`config.mk`:
```
export PLATFORM = sky130hd
export DESIGN_NAME = caf_device_flat
export DESIGN_NICKNAME = d
export VERILOG_FILES = /design/src/caf_pkg.sv /design/src/caf_link_if.sv /design/src/caf_sync2.sv /design/src/caf_device.sv /design/src/flat_wrapper.sv
export SDC_FILE = /design/constraint.sdc
export NUM_CORES = 1
export LEC_CHECK = 0
export CAP_MARGIN = 20
export CORE_MARGIN = 2
export CORE_UTILIZATION = 35
export DETAILED_ROUTE_END_ITERATION = 16
export DONT_BUFFER_PORTS = 1
export REMOVE_ABC_BUFFERS = 1
export SETUP_SLACK_MARGIN = 0.15
export SYNTH_ARGS = -nofsm -noshare
export SYNTH_HDL_FRONTEND = slang
export SYNTH_SLANG_ARGS = --single-unit
```
`constraint.sdc`:
```
create_clock -name clock_i -period 4.15 [get_ports clock_i]
set_clock_uncertainty 0.2 [all_clocks]
set_input_delay 0.2075 -clock clock_i [delete_from_list [all_inputs] [get_ports clock_i]]
set_output_delay 0.2075 -clock clock_i [all_outputs]
set_load 0.005 [all_outputs]
```
`src/caf_pkg.sv`:
```
/*
  caf_pkg: shared constants for the clock alarm flag and calibration register group.
  Assumes: single 100 MHz clock, synchronous active-low reset, 8-bit register port.
*/
`default_nettype none
package caf_pkg;
  // register offsets
  localparam logic [7:0] CAF_OFS_LOS_FLAGS  = 8'h83;
  localparam logic [7:0] CAF_OFS_FOS_FLAGS  = 8'h84;
  localparam logic [7:0] CAF_OFS_PART_HIGH  = 8'h86;
  localparam logic [7:0] CAF_OFS_PART_LOW   = 8'h87;
  localparam logic [7:0] CAF_OFS_CTRL       = 8'h88;
  // host command port registers
  localparam logic [3:0] CAF_HOFS_CMD       = 4'h0;
  localparam logic [3:0] CAF_HOFS_STATUS    = 4'h1;
  localparam logic [3:0] CAF_HOFS_MASK      = 4'h2;
  localparam logic [3:0] CAF_HOFS_DEV_ADDR  = 4'h3;
  localparam logic [3:0] CAF_HOFS_DEV_WDATA = 4'h4;
  localparam logic [3:0] CAF_HOFS_DEV_RDATA = 4'h5;
  // field positions
  localparam int CAF_LOS2_BIT  = 2;
  localparam int CAF_LOS1_BIT  = 1;
  localparam int CAF_LOSX_BIT  = 0;
  localparam int CAF_FOS2_BIT  = 3;
  localparam int CAF_FOS1_BIT  = 2;
  localparam int CAF_LOL_BIT   = 1;
  localparam int CAF_SRST_BIT  = 7;
  localparam int CAF_SELF_CALIBRATION_START_BIT  = 6;
  // writable-flag layouts; other bits are reserved and read zero
  localparam logic [7:0] CAF_LOS_FLAG_MASK = 8'h07;
  localparam logic [7:0] CAF_FOS_FLAG_MASK = 8'h0E;
  // reset values
  localparam logic [7:0] CAF_RST_FLAGS     = 8'h00;
  localparam logic [7:0] CAF_RST_MASKS     = 8'h00;
  localparam logic [7:0] CAF_RST_BYTE      = 8'h00;
  // timing
  localparam int CAF_CLK_MHZ          = 100;
  localparam int CAF_SRST_QUIET_MS    = 10;
  localparam int CAF_SRST_QUIET_CYC   = CAF_SRST_QUIET_MS * 1000 * CAF_CLK_MHZ;
  localparam int CAF_SRST_PULSE_CYC   = 4;
  // host command codes
  localparam logic [1:0] CAF_CMD_WRITE = 2'h1;
  localparam logic [1:0] CAF_CMD_READ  = 2'h2;
endpackage
`default_nettype wire

```
`src/caf_link_if.sv`:
```
/*
  caf_link_if: register access link between host controller and device register group.
  Assumes: both ends share clock_i; one access a cycle, read data one cycle later.
*/
`default_nettype none
interface caf_link_if;
  logic [7:0] addr;
  logic [7:0] wdata;
  logic       wr;
  logic       rd;
  logic [7:0] rdata;
  logic       irq;
  logic       in_reset;
  modport host   (output addr, output wdata, output wr, output rd,
                  input rdata, input irq, input in_reset);
  modport device (input addr, input wdata, input wr, input rd,
                  output rdata, output irq, output in_reset);
endinterface
`default_nettype wire

```
`src/caf_sync2.sv`:
```
/*
  caf_sync2: two-flop synchroniser for a vector of pin levels.
  Assumes: inputs asynchronous to clock_i.
*/
`default_nettype none
module caf_sync2 #(
  parameter int WIDTH = 8
) (
  input  wire logic             clock_i,
  input  wire logic             rst_n_i,
  input  wire logic [WIDTH-1:0] async_i,
  output logic      [WIDTH-1:0] sync_o
);
  typedef struct packed {
    logic [WIDTH-1:0] meta;
    logic [WIDTH-1:0] sync;
  } caf_sync_s;
  caf_sync_s state_ff;
  caf_sync_s nxt_state;
  // first stage feeds only the second
  always_comb
  begin
    nxt_state.meta = async_i;
    nxt_state.sync = state_ff.meta;
  end
  // register the pair
  always_ff @(posedge clock_i)
  begin
    if (!rst_n_i)
      state_ff <= '0;
    else
      state_ff <= nxt_state;
  end
  assign sync_o = state_ff.sync;
endmodule
`default_nettype wire

```
`src/caf_device.sv`:
```
/*
  caf_device: alarm sticky flags, identification and reset/calibration control register group.
  Assumes: live alarm levels arrive from detectors on another clock and are synchronised here;
  the host obeys the soft reset quiet time and calibration preconditions.
  The large-shift indication also comes from the detectors and is synchronised with them.
  Mask and interrupt enable are configuration levels on this clock and are used directly.
  Register accesses stay legal during the reset stretch; only the clock outputs are held off.
*/
// Implementation choice: the plain strobed port.
`default_nettype none
// How it works
// (RULE1) sticky signal-loss flags in bits 2,1,0
// (RULE2) sticky offset and unlock flags bits 3,2,1
// (RULE3) interrupt when unmasked flag set and enabled
// (RULE4) mask gates interrupt; flag still latches
// (RULE5) flag cleared only by writing zero
// (RULE6) writing one keeps flag; reserved read zero
// (RULE7) soft reset bit resets like pin
// (RULE8) clock outputs disabled during internal reset
// (RULE9) host waits 10 ms after soft reset
// (RULE10) calibration bit starts cal, self-clears
// (RULE11) calibration done shown by unlock deasserting
// (RULE12) host calibrates at start and after changes
// (RULE13) host calibrates only with stable input clock
// (RULE14) device may self-calibrate on big shift
// (RULE15) identification read-only, constant, ignores writes
// (RULE16) live signal-loss alarm high while lost
// (RULE17) live unlock alarm high while unlocked
module caf_device
  import caf_pkg::*;
#(
  parameter logic [11:0] PART_NUMBER = 12'h5A5, // arbitrary value
  parameter logic [3:0]  REVISION    = 4'h7     // arbitrary value
) (
  input  wire logic       clock_i,
  input  wire logic       rst_n_i,
  caf_link_if.device      link,
  input  wire logic       input2_signal_loss_live_i,
  input  wire logic       input1_signal_loss_live_i,
  input  wire logic       crystal_ref_signal_loss_live_i,
  input  wire logic       input2_freq_offset_live_i,
  input  wire logic       input1_freq_offset_live_i,
  input  wire logic       pll_unlock_live_i,
  input  wire logic       freq_shift_large_i,
  input  wire logic       int_pin_enable_i,
  input  wire logic [5:0] flag_mask_i,
  output logic            self_calibration_start_o,
  output logic            clock_outputs_enable_o,
  output logic            interrupt_o
);
  typedef struct packed {
    logic [7:0] los_flags;
    logic [7:0] fos_flags;
    logic [7:0] rdata;
    logic       cal_pulse;
    logic [2:0] srst_cnt;
    logic       in_reset;
    logic       shift_seen;
  } caf_dev_s;
  caf_dev_s   state_ff;
  caf_dev_s   nxt_state;
  logic [6:0] live_sync;
  logic [7:0] los_live;
  logic [7:0] fos_live;
  logic       shift_sync;
  logic       los_wr_hit;
  logic       fos_wr_hit;
  logic       ctrl_wr_hit;
  logic       soft_rst;
  logic       sync_rst_n;
  logic [5:0] flag_vector;

  // true when a write strobe targets the given offset
  function automatic logic write_hits(
    input logic       wr,
    input logic [7:0] addr,
    input logic [7:0] ofs
  );
    return wr && (addr == ofs);
  endfunction

  // next value of one sticky flag byte: a written zero clears a flag,
  // a written one leaves it alone and reserved positions stay zero;
  // a live alarm sets its flag even in the cycle of a clear, so an
  // alarm that rises while software acknowledges the old one is never lost
  function automatic logic [7:0] sticky_next(
    input logic [7:0] flags,
    input logic       hit,
    input logic [7:0] wdata,
    input logic [7:0] live,
    input logic [7:0] layout
  );
    logic [7:0] kept;
    kept = flags & layout;
    if (hit)
      kept = kept & wdata; // [RULE5] [RULE6]
    return kept | (live & layout);
  endfunction

  // read-back byte for one offset; unmapped offsets read zero
  function automatic logic [7:0] read_back(
    input logic [7:0] addr,
    input logic [7:0] los_flags,
    input logic [7:0] fos_flags
  );
    logic [7:0] value;
    value = CAF_RST_BYTE;
    unique case (addr)
      CAF_OFS_LOS_FLAGS: value = los_flags & CAF_LOS_FLAG_MASK; // [RULE6]
      CAF_OFS_FOS_FLAGS: value = fos_flags & CAF_FOS_FLAG_MASK; // [RULE6]
      CAF_OFS_PART_HIGH: value = PART_NUMBER[11:4];             // [RULE15]
      CAF_OFS_PART_LOW:  value = {PART_NUMBER[3:0], REVISION};  // [RULE15]
      default:           value = CAF_RST_BYTE;                  // control bits self-clear and read zero
    endcase
    return value;
  endfunction

  // detector levels and the shift indication come from another clock;
  // a soft reset clears the synchroniser too, like the pin does
  assign sync_rst_n = rst_n_i && !soft_rst; // [RULE7]
  caf_sync2 #(.WIDTH(7)) u_sync (
    .clock_i (clock_i),
    .rst_n_i (sync_rst_n),
    .async_i ({freq_shift_large_i, input2_signal_loss_live_i, input1_signal_loss_live_i,
               crystal_ref_signal_loss_live_i, input2_freq_offset_live_i, input1_freq_offset_live_i,
               pll_unlock_live_i}),
    .sync_o  (live_sync)
  );
  assign shift_sync = live_sync[6];

  // live alarms placed in flag layout, high means alarm present
  always_comb
  begin
    los_live = '0;
    fos_live = '0;
    los_live[CAF_LOS2_BIT] = live_sync[5]; // [RULE16]
    los_live[CAF_LOS1_BIT] = live_sync[4]; // [RULE16]
    los_live[CAF_LOSX_BIT] = live_sync[3]; // [RULE16]
    fos_live[CAF_FOS2_BIT] = live_sync[2];
    fos_live[CAF_FOS1_BIT] = live_sync[1];
    // the unlock flag follows the live alarm, whose drop marks calibration done
    fos_live[CAF_LOL_BIT]  = live_sync[0]; // [RULE17] [RULE11]
  end

  // write decode for the writable offsets
  assign los_wr_hit  = write_hits(link.wr, link.addr, CAF_OFS_LOS_FLAGS);
  assign fos_wr_hit  = write_hits(link.wr, link.addr, CAF_OFS_FOS_FLAGS);
  assign ctrl_wr_hit = write_hits(link.wr, link.addr, CAF_OFS_CTRL);
  // soft reset write acts like the reset pin; it wins over a calibration
  // start written in the same byte
  assign soft_rst    = ctrl_wr_hit && link.wdata[CAF_SRST_BIT]; // [RULE7]

  // next state: sticky flags, reads, calibration and reset stretch
  always_comb
  begin
    nxt_state           = state_ff;
    nxt_state.cal_pulse = 1'b0;
    nxt_state.rdata     = CAF_RST_BYTE;
    // reset stretch counts down; in_reset drops with the last count
    if (state_ff.srst_cnt != '0)
      nxt_state.srst_cnt = state_ff.srst_cnt - 3'd1;
    nxt_state.in_reset = (state_ff.srst_cnt > 3'd1);
    // sticky flags: zero written clears, ones keep, set wins over clear
    nxt_state.los_flags = sticky_next(state_ff.los_flags, los_wr_hit, link.wdata,
                                      los_live, CAF_LOS_FLAG_MASK); // [RULE1]
    nxt_state.fos_flags = sticky_next(state_ff.fos_flags, fos_wr_hit, link.wdata,
                                      fos_live, CAF_FOS_FLAG_MASK); // [RULE2]
    // calibration start is a one-cycle pulse, the bit never holds
    if (ctrl_wr_hit && link.wdata[CAF_SELF_CALIBRATION_START_BIT])
      nxt_state.cal_pulse = 1'b1; // [RULE10]
    // autonomous calibration on the rising edge of a large input shift
    nxt_state.shift_seen = shift_sync;
    if (shift_sync && !state_ff.shift_seen)
      nxt_state.cal_pulse = 1'b1; // [RULE14]
    // read data stands only in the cycle after the strobe and is zero
    // otherwise, so a late sample by the host never picks up stale flags
    if (link.rd)
      nxt_state.rdata = read_back(link.addr, state_ff.los_flags, state_ff.fos_flags);
  end

  // pin or soft reset restores everything, either reset stretched a few cycles;
  // the stretch keeps the clock outputs off long enough for downstream
  // logic to see a clean stop, whichever reset started it
  always_ff @(posedge clock_i)
  begin
    if (!rst_n_i || soft_rst) // [RULE7]
    begin
      state_ff            <= '0;
      state_ff.srst_cnt   <= 3'(CAF_SRST_PULSE_CYC);
      state_ff.in_reset   <= 1'b1;
    end
    else
      state_ff <= nxt_state;
  end

  // outputs
  assign link.rdata               = state_ff.rdata;
  assign link.in_reset            = state_ff.in_reset;
  assign self_calibration_start_o = state_ff.cal_pulse;
  assign clock_outputs_enable_o   = !state_ff.in_reset; // [RULE8]
  // flags gathered in mask order {los2, los1, losx, fos2, fos1, lol}
  assign flag_vector = {state_ff.los_flags[CAF_LOS2_BIT], state_ff.los_flags[CAF_LOS1_BIT],
                        state_ff.los_flags[CAF_LOSX_BIT], state_ff.fos_flags[CAF_FOS2_BIT],
                        state_ff.fos_flags[CAF_FOS1_BIT], state_ff.fos_flags[CAF_LOL_BIT]};
  // interrupt is a level: any set flag whose mask is clear, only while the
  // pin function is enabled; a masked flag still latches and shows on read
  assign interrupt_o = int_pin_enable_i && |(flag_vector & ~flag_mask_i); // [RULE3] [RULE4]
  assign link.irq    = interrupt_o;
endmodule
`default_nettype wire

```
`src/flat_wrapper.sv`:
```
// flat-port wrapper written by rule: the top's interface ports become plain ports
module caf_device_flat import caf_pkg::*;
#(
  parameter logic [11:0] PART_NUMBER = 12'h5A5,                   
  parameter logic [3:0]  REVISION    = 4'h7                       
)
  (clock_i, rst_n_i, input2_signal_loss_live_i, input1_signal_loss_live_i, crystal_ref_signal_loss_live_i, input2_freq_offset_live_i, input1_freq_offset_live_i, pll_unlock_live_i, freq_shift_large_i, int_pin_enable_i, flag_mask_i, self_calibration_start_o, clock_outputs_enable_o, interrupt_o, link_addr, link_wdata, link_wr, link_rd, link_rdata, link_irq, link_in_reset);
  caf_link_if link_i ();
  input  wire logic clock_i;
  input  wire logic rst_n_i;
  input  wire logic input2_signal_loss_live_i;
  input  wire logic input1_signal_loss_live_i;
  input  wire logic crystal_ref_signal_loss_live_i;
  input  wire logic input2_freq_offset_live_i;
  input  wire logic input1_freq_offset_live_i;
  input  wire logic pll_unlock_live_i;
  input  wire logic freq_shift_large_i;
  input  wire logic int_pin_enable_i;
  input  wire logic [5:0] flag_mask_i;
  output logic self_calibration_start_o;
  output logic clock_outputs_enable_o;
  output logic interrupt_o;
  input wire logic [$bits(link_i.addr)-1:0] link_addr;
  input wire logic [$bits(link_i.wdata)-1:0] link_wdata;
  input wire logic [$bits(link_i.wr)-1:0] link_wr;
  input wire logic [$bits(link_i.rd)-1:0] link_rd;
  output wire logic [$bits(link_i.rdata)-1:0] link_rdata;
  output wire logic [$bits(link_i.irq)-1:0] link_irq;
  output wire logic [$bits(link_i.in_reset)-1:0] link_in_reset;
  assign link_i.addr = link_addr;
  assign link_i.wdata = link_wdata;
  assign link_i.wr = link_wr;
  assign link_i.rd = link_rd;
  assign link_rdata = link_i.rdata;
  assign link_irq = link_i.irq;
  assign link_in_reset = link_i.in_reset;
  caf_device #(.PART_NUMBER(PART_NUMBER), .REVISION(REVISION)) u_core (.clock_i(clock_i), .rst_n_i(rst_n_i), .link(link_i), .input2_signal_loss_live_i(input2_signal_loss_live_i), .input1_signal_loss_live_i(input1_signal_loss_live_i), .crystal_ref_signal_loss_live_i(crystal_ref_signal_loss_live_i), .input2_freq_offset_live_i(input2_freq_offset_live_i), .input1_freq_offset_live_i(input1_freq_offset_live_i), .pll_unlock_live_i(pll_unlock_live_i), .freq_shift_large_i(freq_shift_large_i), .int_pin_enable_i(int_pin_enable_i), .flag_mask_i(flag_mask_i), .self_calibration_start_o(self_calibration_start_o), .clock_outputs_enable_o(clock_outputs_enable_o), .interrupt_o(interrupt_o));
endmodule
```
==> impl_metrics.ini <==
[yosys]
syn_area_sq_um = 1287
synth_top_area_frac = 0.4820
yosys.area_share.simple = 0.2449
synth_mux_area_frac = 0.007775
ys_types = 37
synthTopCellsByArea = dfxtp_1 48%, and2_1 7.8%, buf_4 5.8%
ys_seq_elements = 31
synth_xor_area_frac = 0.006803
netlist_instances = 132
synth_seq_area_share = 0.4820
syn_area_per_cell_sq_um = 9.754
synth_largest_area_cell = dfxtp_1
ys_warn_count = 0
synth_compound_area_frac = 0.1293
synth_top_family_by_area = simple AND/OR/NAND/NOR gates
yosys.area_share.adder = 0.02915

[grt]
grt_pass1_vias = 897
antenna_found_initial = 0
gr-total-overflow = 0
grt_pass1_wl_microns = 4119
grt_max_degree = 20
globalRouteTotalUtil = 0.1362

[final_layout]
layout-drive-gt1-share = 0.09740
n_fill_cell = 363
syn_to_final_growth_pct = 25.95
multi_input_area_sq_um = 545.5
layout_commonest_cell = dfxtp_1
final_cell_mix = 31 x dfxtp_1, 23 x dlygate4sd3_1, 16 x and2_1
diodes = 0
nNetsFinal = 190
ff_latch_area_sq_um = 620.6

[routing]
drtIter0Drc = 60
num_vias = 956
avgViaCountPerCell = 4.733
dr.pass1.iters = 6
wl_per_cell_microns = 12.69
ant_nets = 0
wirelength_microns = 2563
post-route-drc-count = 0

[worst_setup_path]
cp_slowest_cell = dlygate4sd3_1
crit_required_ns = 4.12
path_cells = dlygate4sd3_1 -> nor4bb_1 -> a41o_2 -> nor4_1 -> dlygate4sd3_1
endpoint = u_core.link.rdata[3]
cpMostUsedCell = dlygate4sd3_1
cp_max_fo = 12
reg2reg_to = u_core.link.rdata[0]
cp-startpoint = link_addr[1]
critPathKind = in2reg
reg2reg_depth = 4
critPathArrivalTime_ns = 2.43
max_stage_delay_ns = 0.63
reg2reg_slack_ns = 2.24
startpoint_type = primary input
endpoint_kind = register
r2r_start = u_core.flag_vector[3]

[timing]
fmax_ghz = 0.4076
rsz0062_at_grt = no
tns_ns = 0
period_needed_ns = 2.454
report.final.slew_viol_count = 0
tightestPinTransition_ns = 0.5185
hold_violations = 0
timing.final.crit_share = 0.5912
setup_viol = 0
maxSlewHeadroom = 0.6496

[floorplanning]
dieArea_sq_um = 4180
ioPinCount = 47
die_h_microns = 64.65
start_util = 0.3570
coreArea_sq_um = 3606
die_w_microns = 64.65
rows = 22

[run]
maxCapViolCount = 0

[cts]
clk_root_buffer_cell = clkbuf_8
cts.clk_slew.worst_paths_ns = 0.07
cts_buffers = 5
cts_buffer_depth = 2
cts_setup_buffers = 0
clkLatencyLatePin_ns = 0.29
cts_tree = built
cts.sinks = 31
cts_htree_levels = 2

[pwr]
p_per_area_nw_per_um2 = 459.4
p_leak_uw = 0.0006380
report.power.total_uw = 744.9
vdd_drop_max_v = 0.0001774

[worst_hold_path]
hold_path.class = in2reg

[placed_design]
dp_hpwl_microns = 1725
routabilityCongestion = 0.7185
io_buffers = 0

[run_status]
status = complete, no violations
## cell families (layout without fill, tap and decap cells)
family / count (synthesis) / in the layout
compound gates: 21 / 21
xor+xnor: 1 / 1
mux: 1 / 1
flops: 31 / 31
simple gates: 51 / 51
fa+ha+maj: 3 / 3
buf+inv: 23 / 44
other cells: 1 / 2
## sequential cells by signal (all words and copies together) (netlist names)
signal,count
u_core.link.in_reset,1
u_core.flag_vector,6
u_core.self_calibration_start_o,1
u_core.state_ff,4
u_core.link.rdata,5
u_core.u_sync.sync_o,7
u_core.u_sync.nxt_state,7
## layout make-up
type	instances	area share
clock buffer	5	0.04244
clock inverter	3	0.02701
inverter	12	0.02778
multi-input combinational	79	0.3364
sequential	31	0.3827
tap	48	0.03704
timing repair buffer	24	0.1466
## worst min-delay path by stage
stage                        startpoint                     to  slack (ns)  cells past startpoint
after global routing      link_wdata[2]  u_core.flag_vector[5]        0.03                      2
after global placement     link_addr[0]   u_core.link.rdata[3]        0.09                      1
after detailed placement   link_addr[0]   u_core.link.rdata[3]        0.09                      1
after floorplan            link_addr[0]   u_core.link.rdata[3]        0.09                      1
after CTS                  link_addr[4]   u_core.link.rdata[1]       0.006                      3
final                     link_wdata[1]  u_core.flag_vector[4]       0.007                      2
## through the flow
step	hold slack, ns	area, sq um	worst slack (ns)	util	std cells
2_1_floorplan	0.08571	1211	2.468	-	122
3_3_place_gp	0.09016	1279	2.441	0.3546	171
3_5_place_dp	0.09095	1279	2.422	0.3546	171
4_1_cts	0.005552	1622	1.689	0.4497	202
5_1_grt	0.03420	1622	1.527	0.4497	202
6_report	0.007077	1622	1.696	0.4497	202
## Yosys cell counts
library cell,number
buf_2,1
or2_2,2
nor2_1,11
o211ai_1,1
or3_1,1
a211oi_2,1
nand4b_1,1
buf_4,10
xnor2_1,1
nor4_1,1
nor2b_1,2
inv_1,12
a211oi_1,4
a41o_2,1
a311oi_1,1
o2111ai_1,1
nor4b_1,1
a21oi_1,3
mux2i_1,1
conb_1,1
or4b_1,2
nand2b_1,4
o21ai_0,1
a41oi_1,1
o22ai_1,3
and2_1,16
ha_1,3
nand4_1,2
o31a_1,1
o221a_2,1
dfxtp_1,31
nand3_1,3
nor4b_4,1
nor4bb_1,1
o311a_1,2
nor3_1,1
nand2_1,2
## worst max-delay path, delay by kind of cell
kind | cells | cell delay [ns]
AO/OA/AOI/OAI | 1 | 0.43
buffers and inverters | 2 | 1.19
AND/OR/NAND/NOR | 2 | 0.60
## report_power, final
part | total (uW) | switching (uW) | internal (uW) | leakage (uW)
clock network | 293 | 114 | 178 | 0.0000581
logic | 112 | 54.8 | 56.9 | 0.000325
registers | 341 | 17.1 | 323 | 0.000255
total | 745 | 186 | 559 | 0.000638
## timing repair
| action | 4_1_cts | 5_1_grt |
|---|---|---|
| resized for setup | 0 | 0 |
| endpoints found under the hold margin | 19 | 0 |
| hold buffers | 23 | 0 |
## routing by layer
layer,GRT usage,up-vias,routed length (microns)
li1,-,487,-
met1,0.1472,427,1072
met2,0.2148,36,1234
met3,0.05729,6,216
met4,0.09574,0,40
met5,0,-,0
No activity file was read; power rests on OpenSTA's default activity.
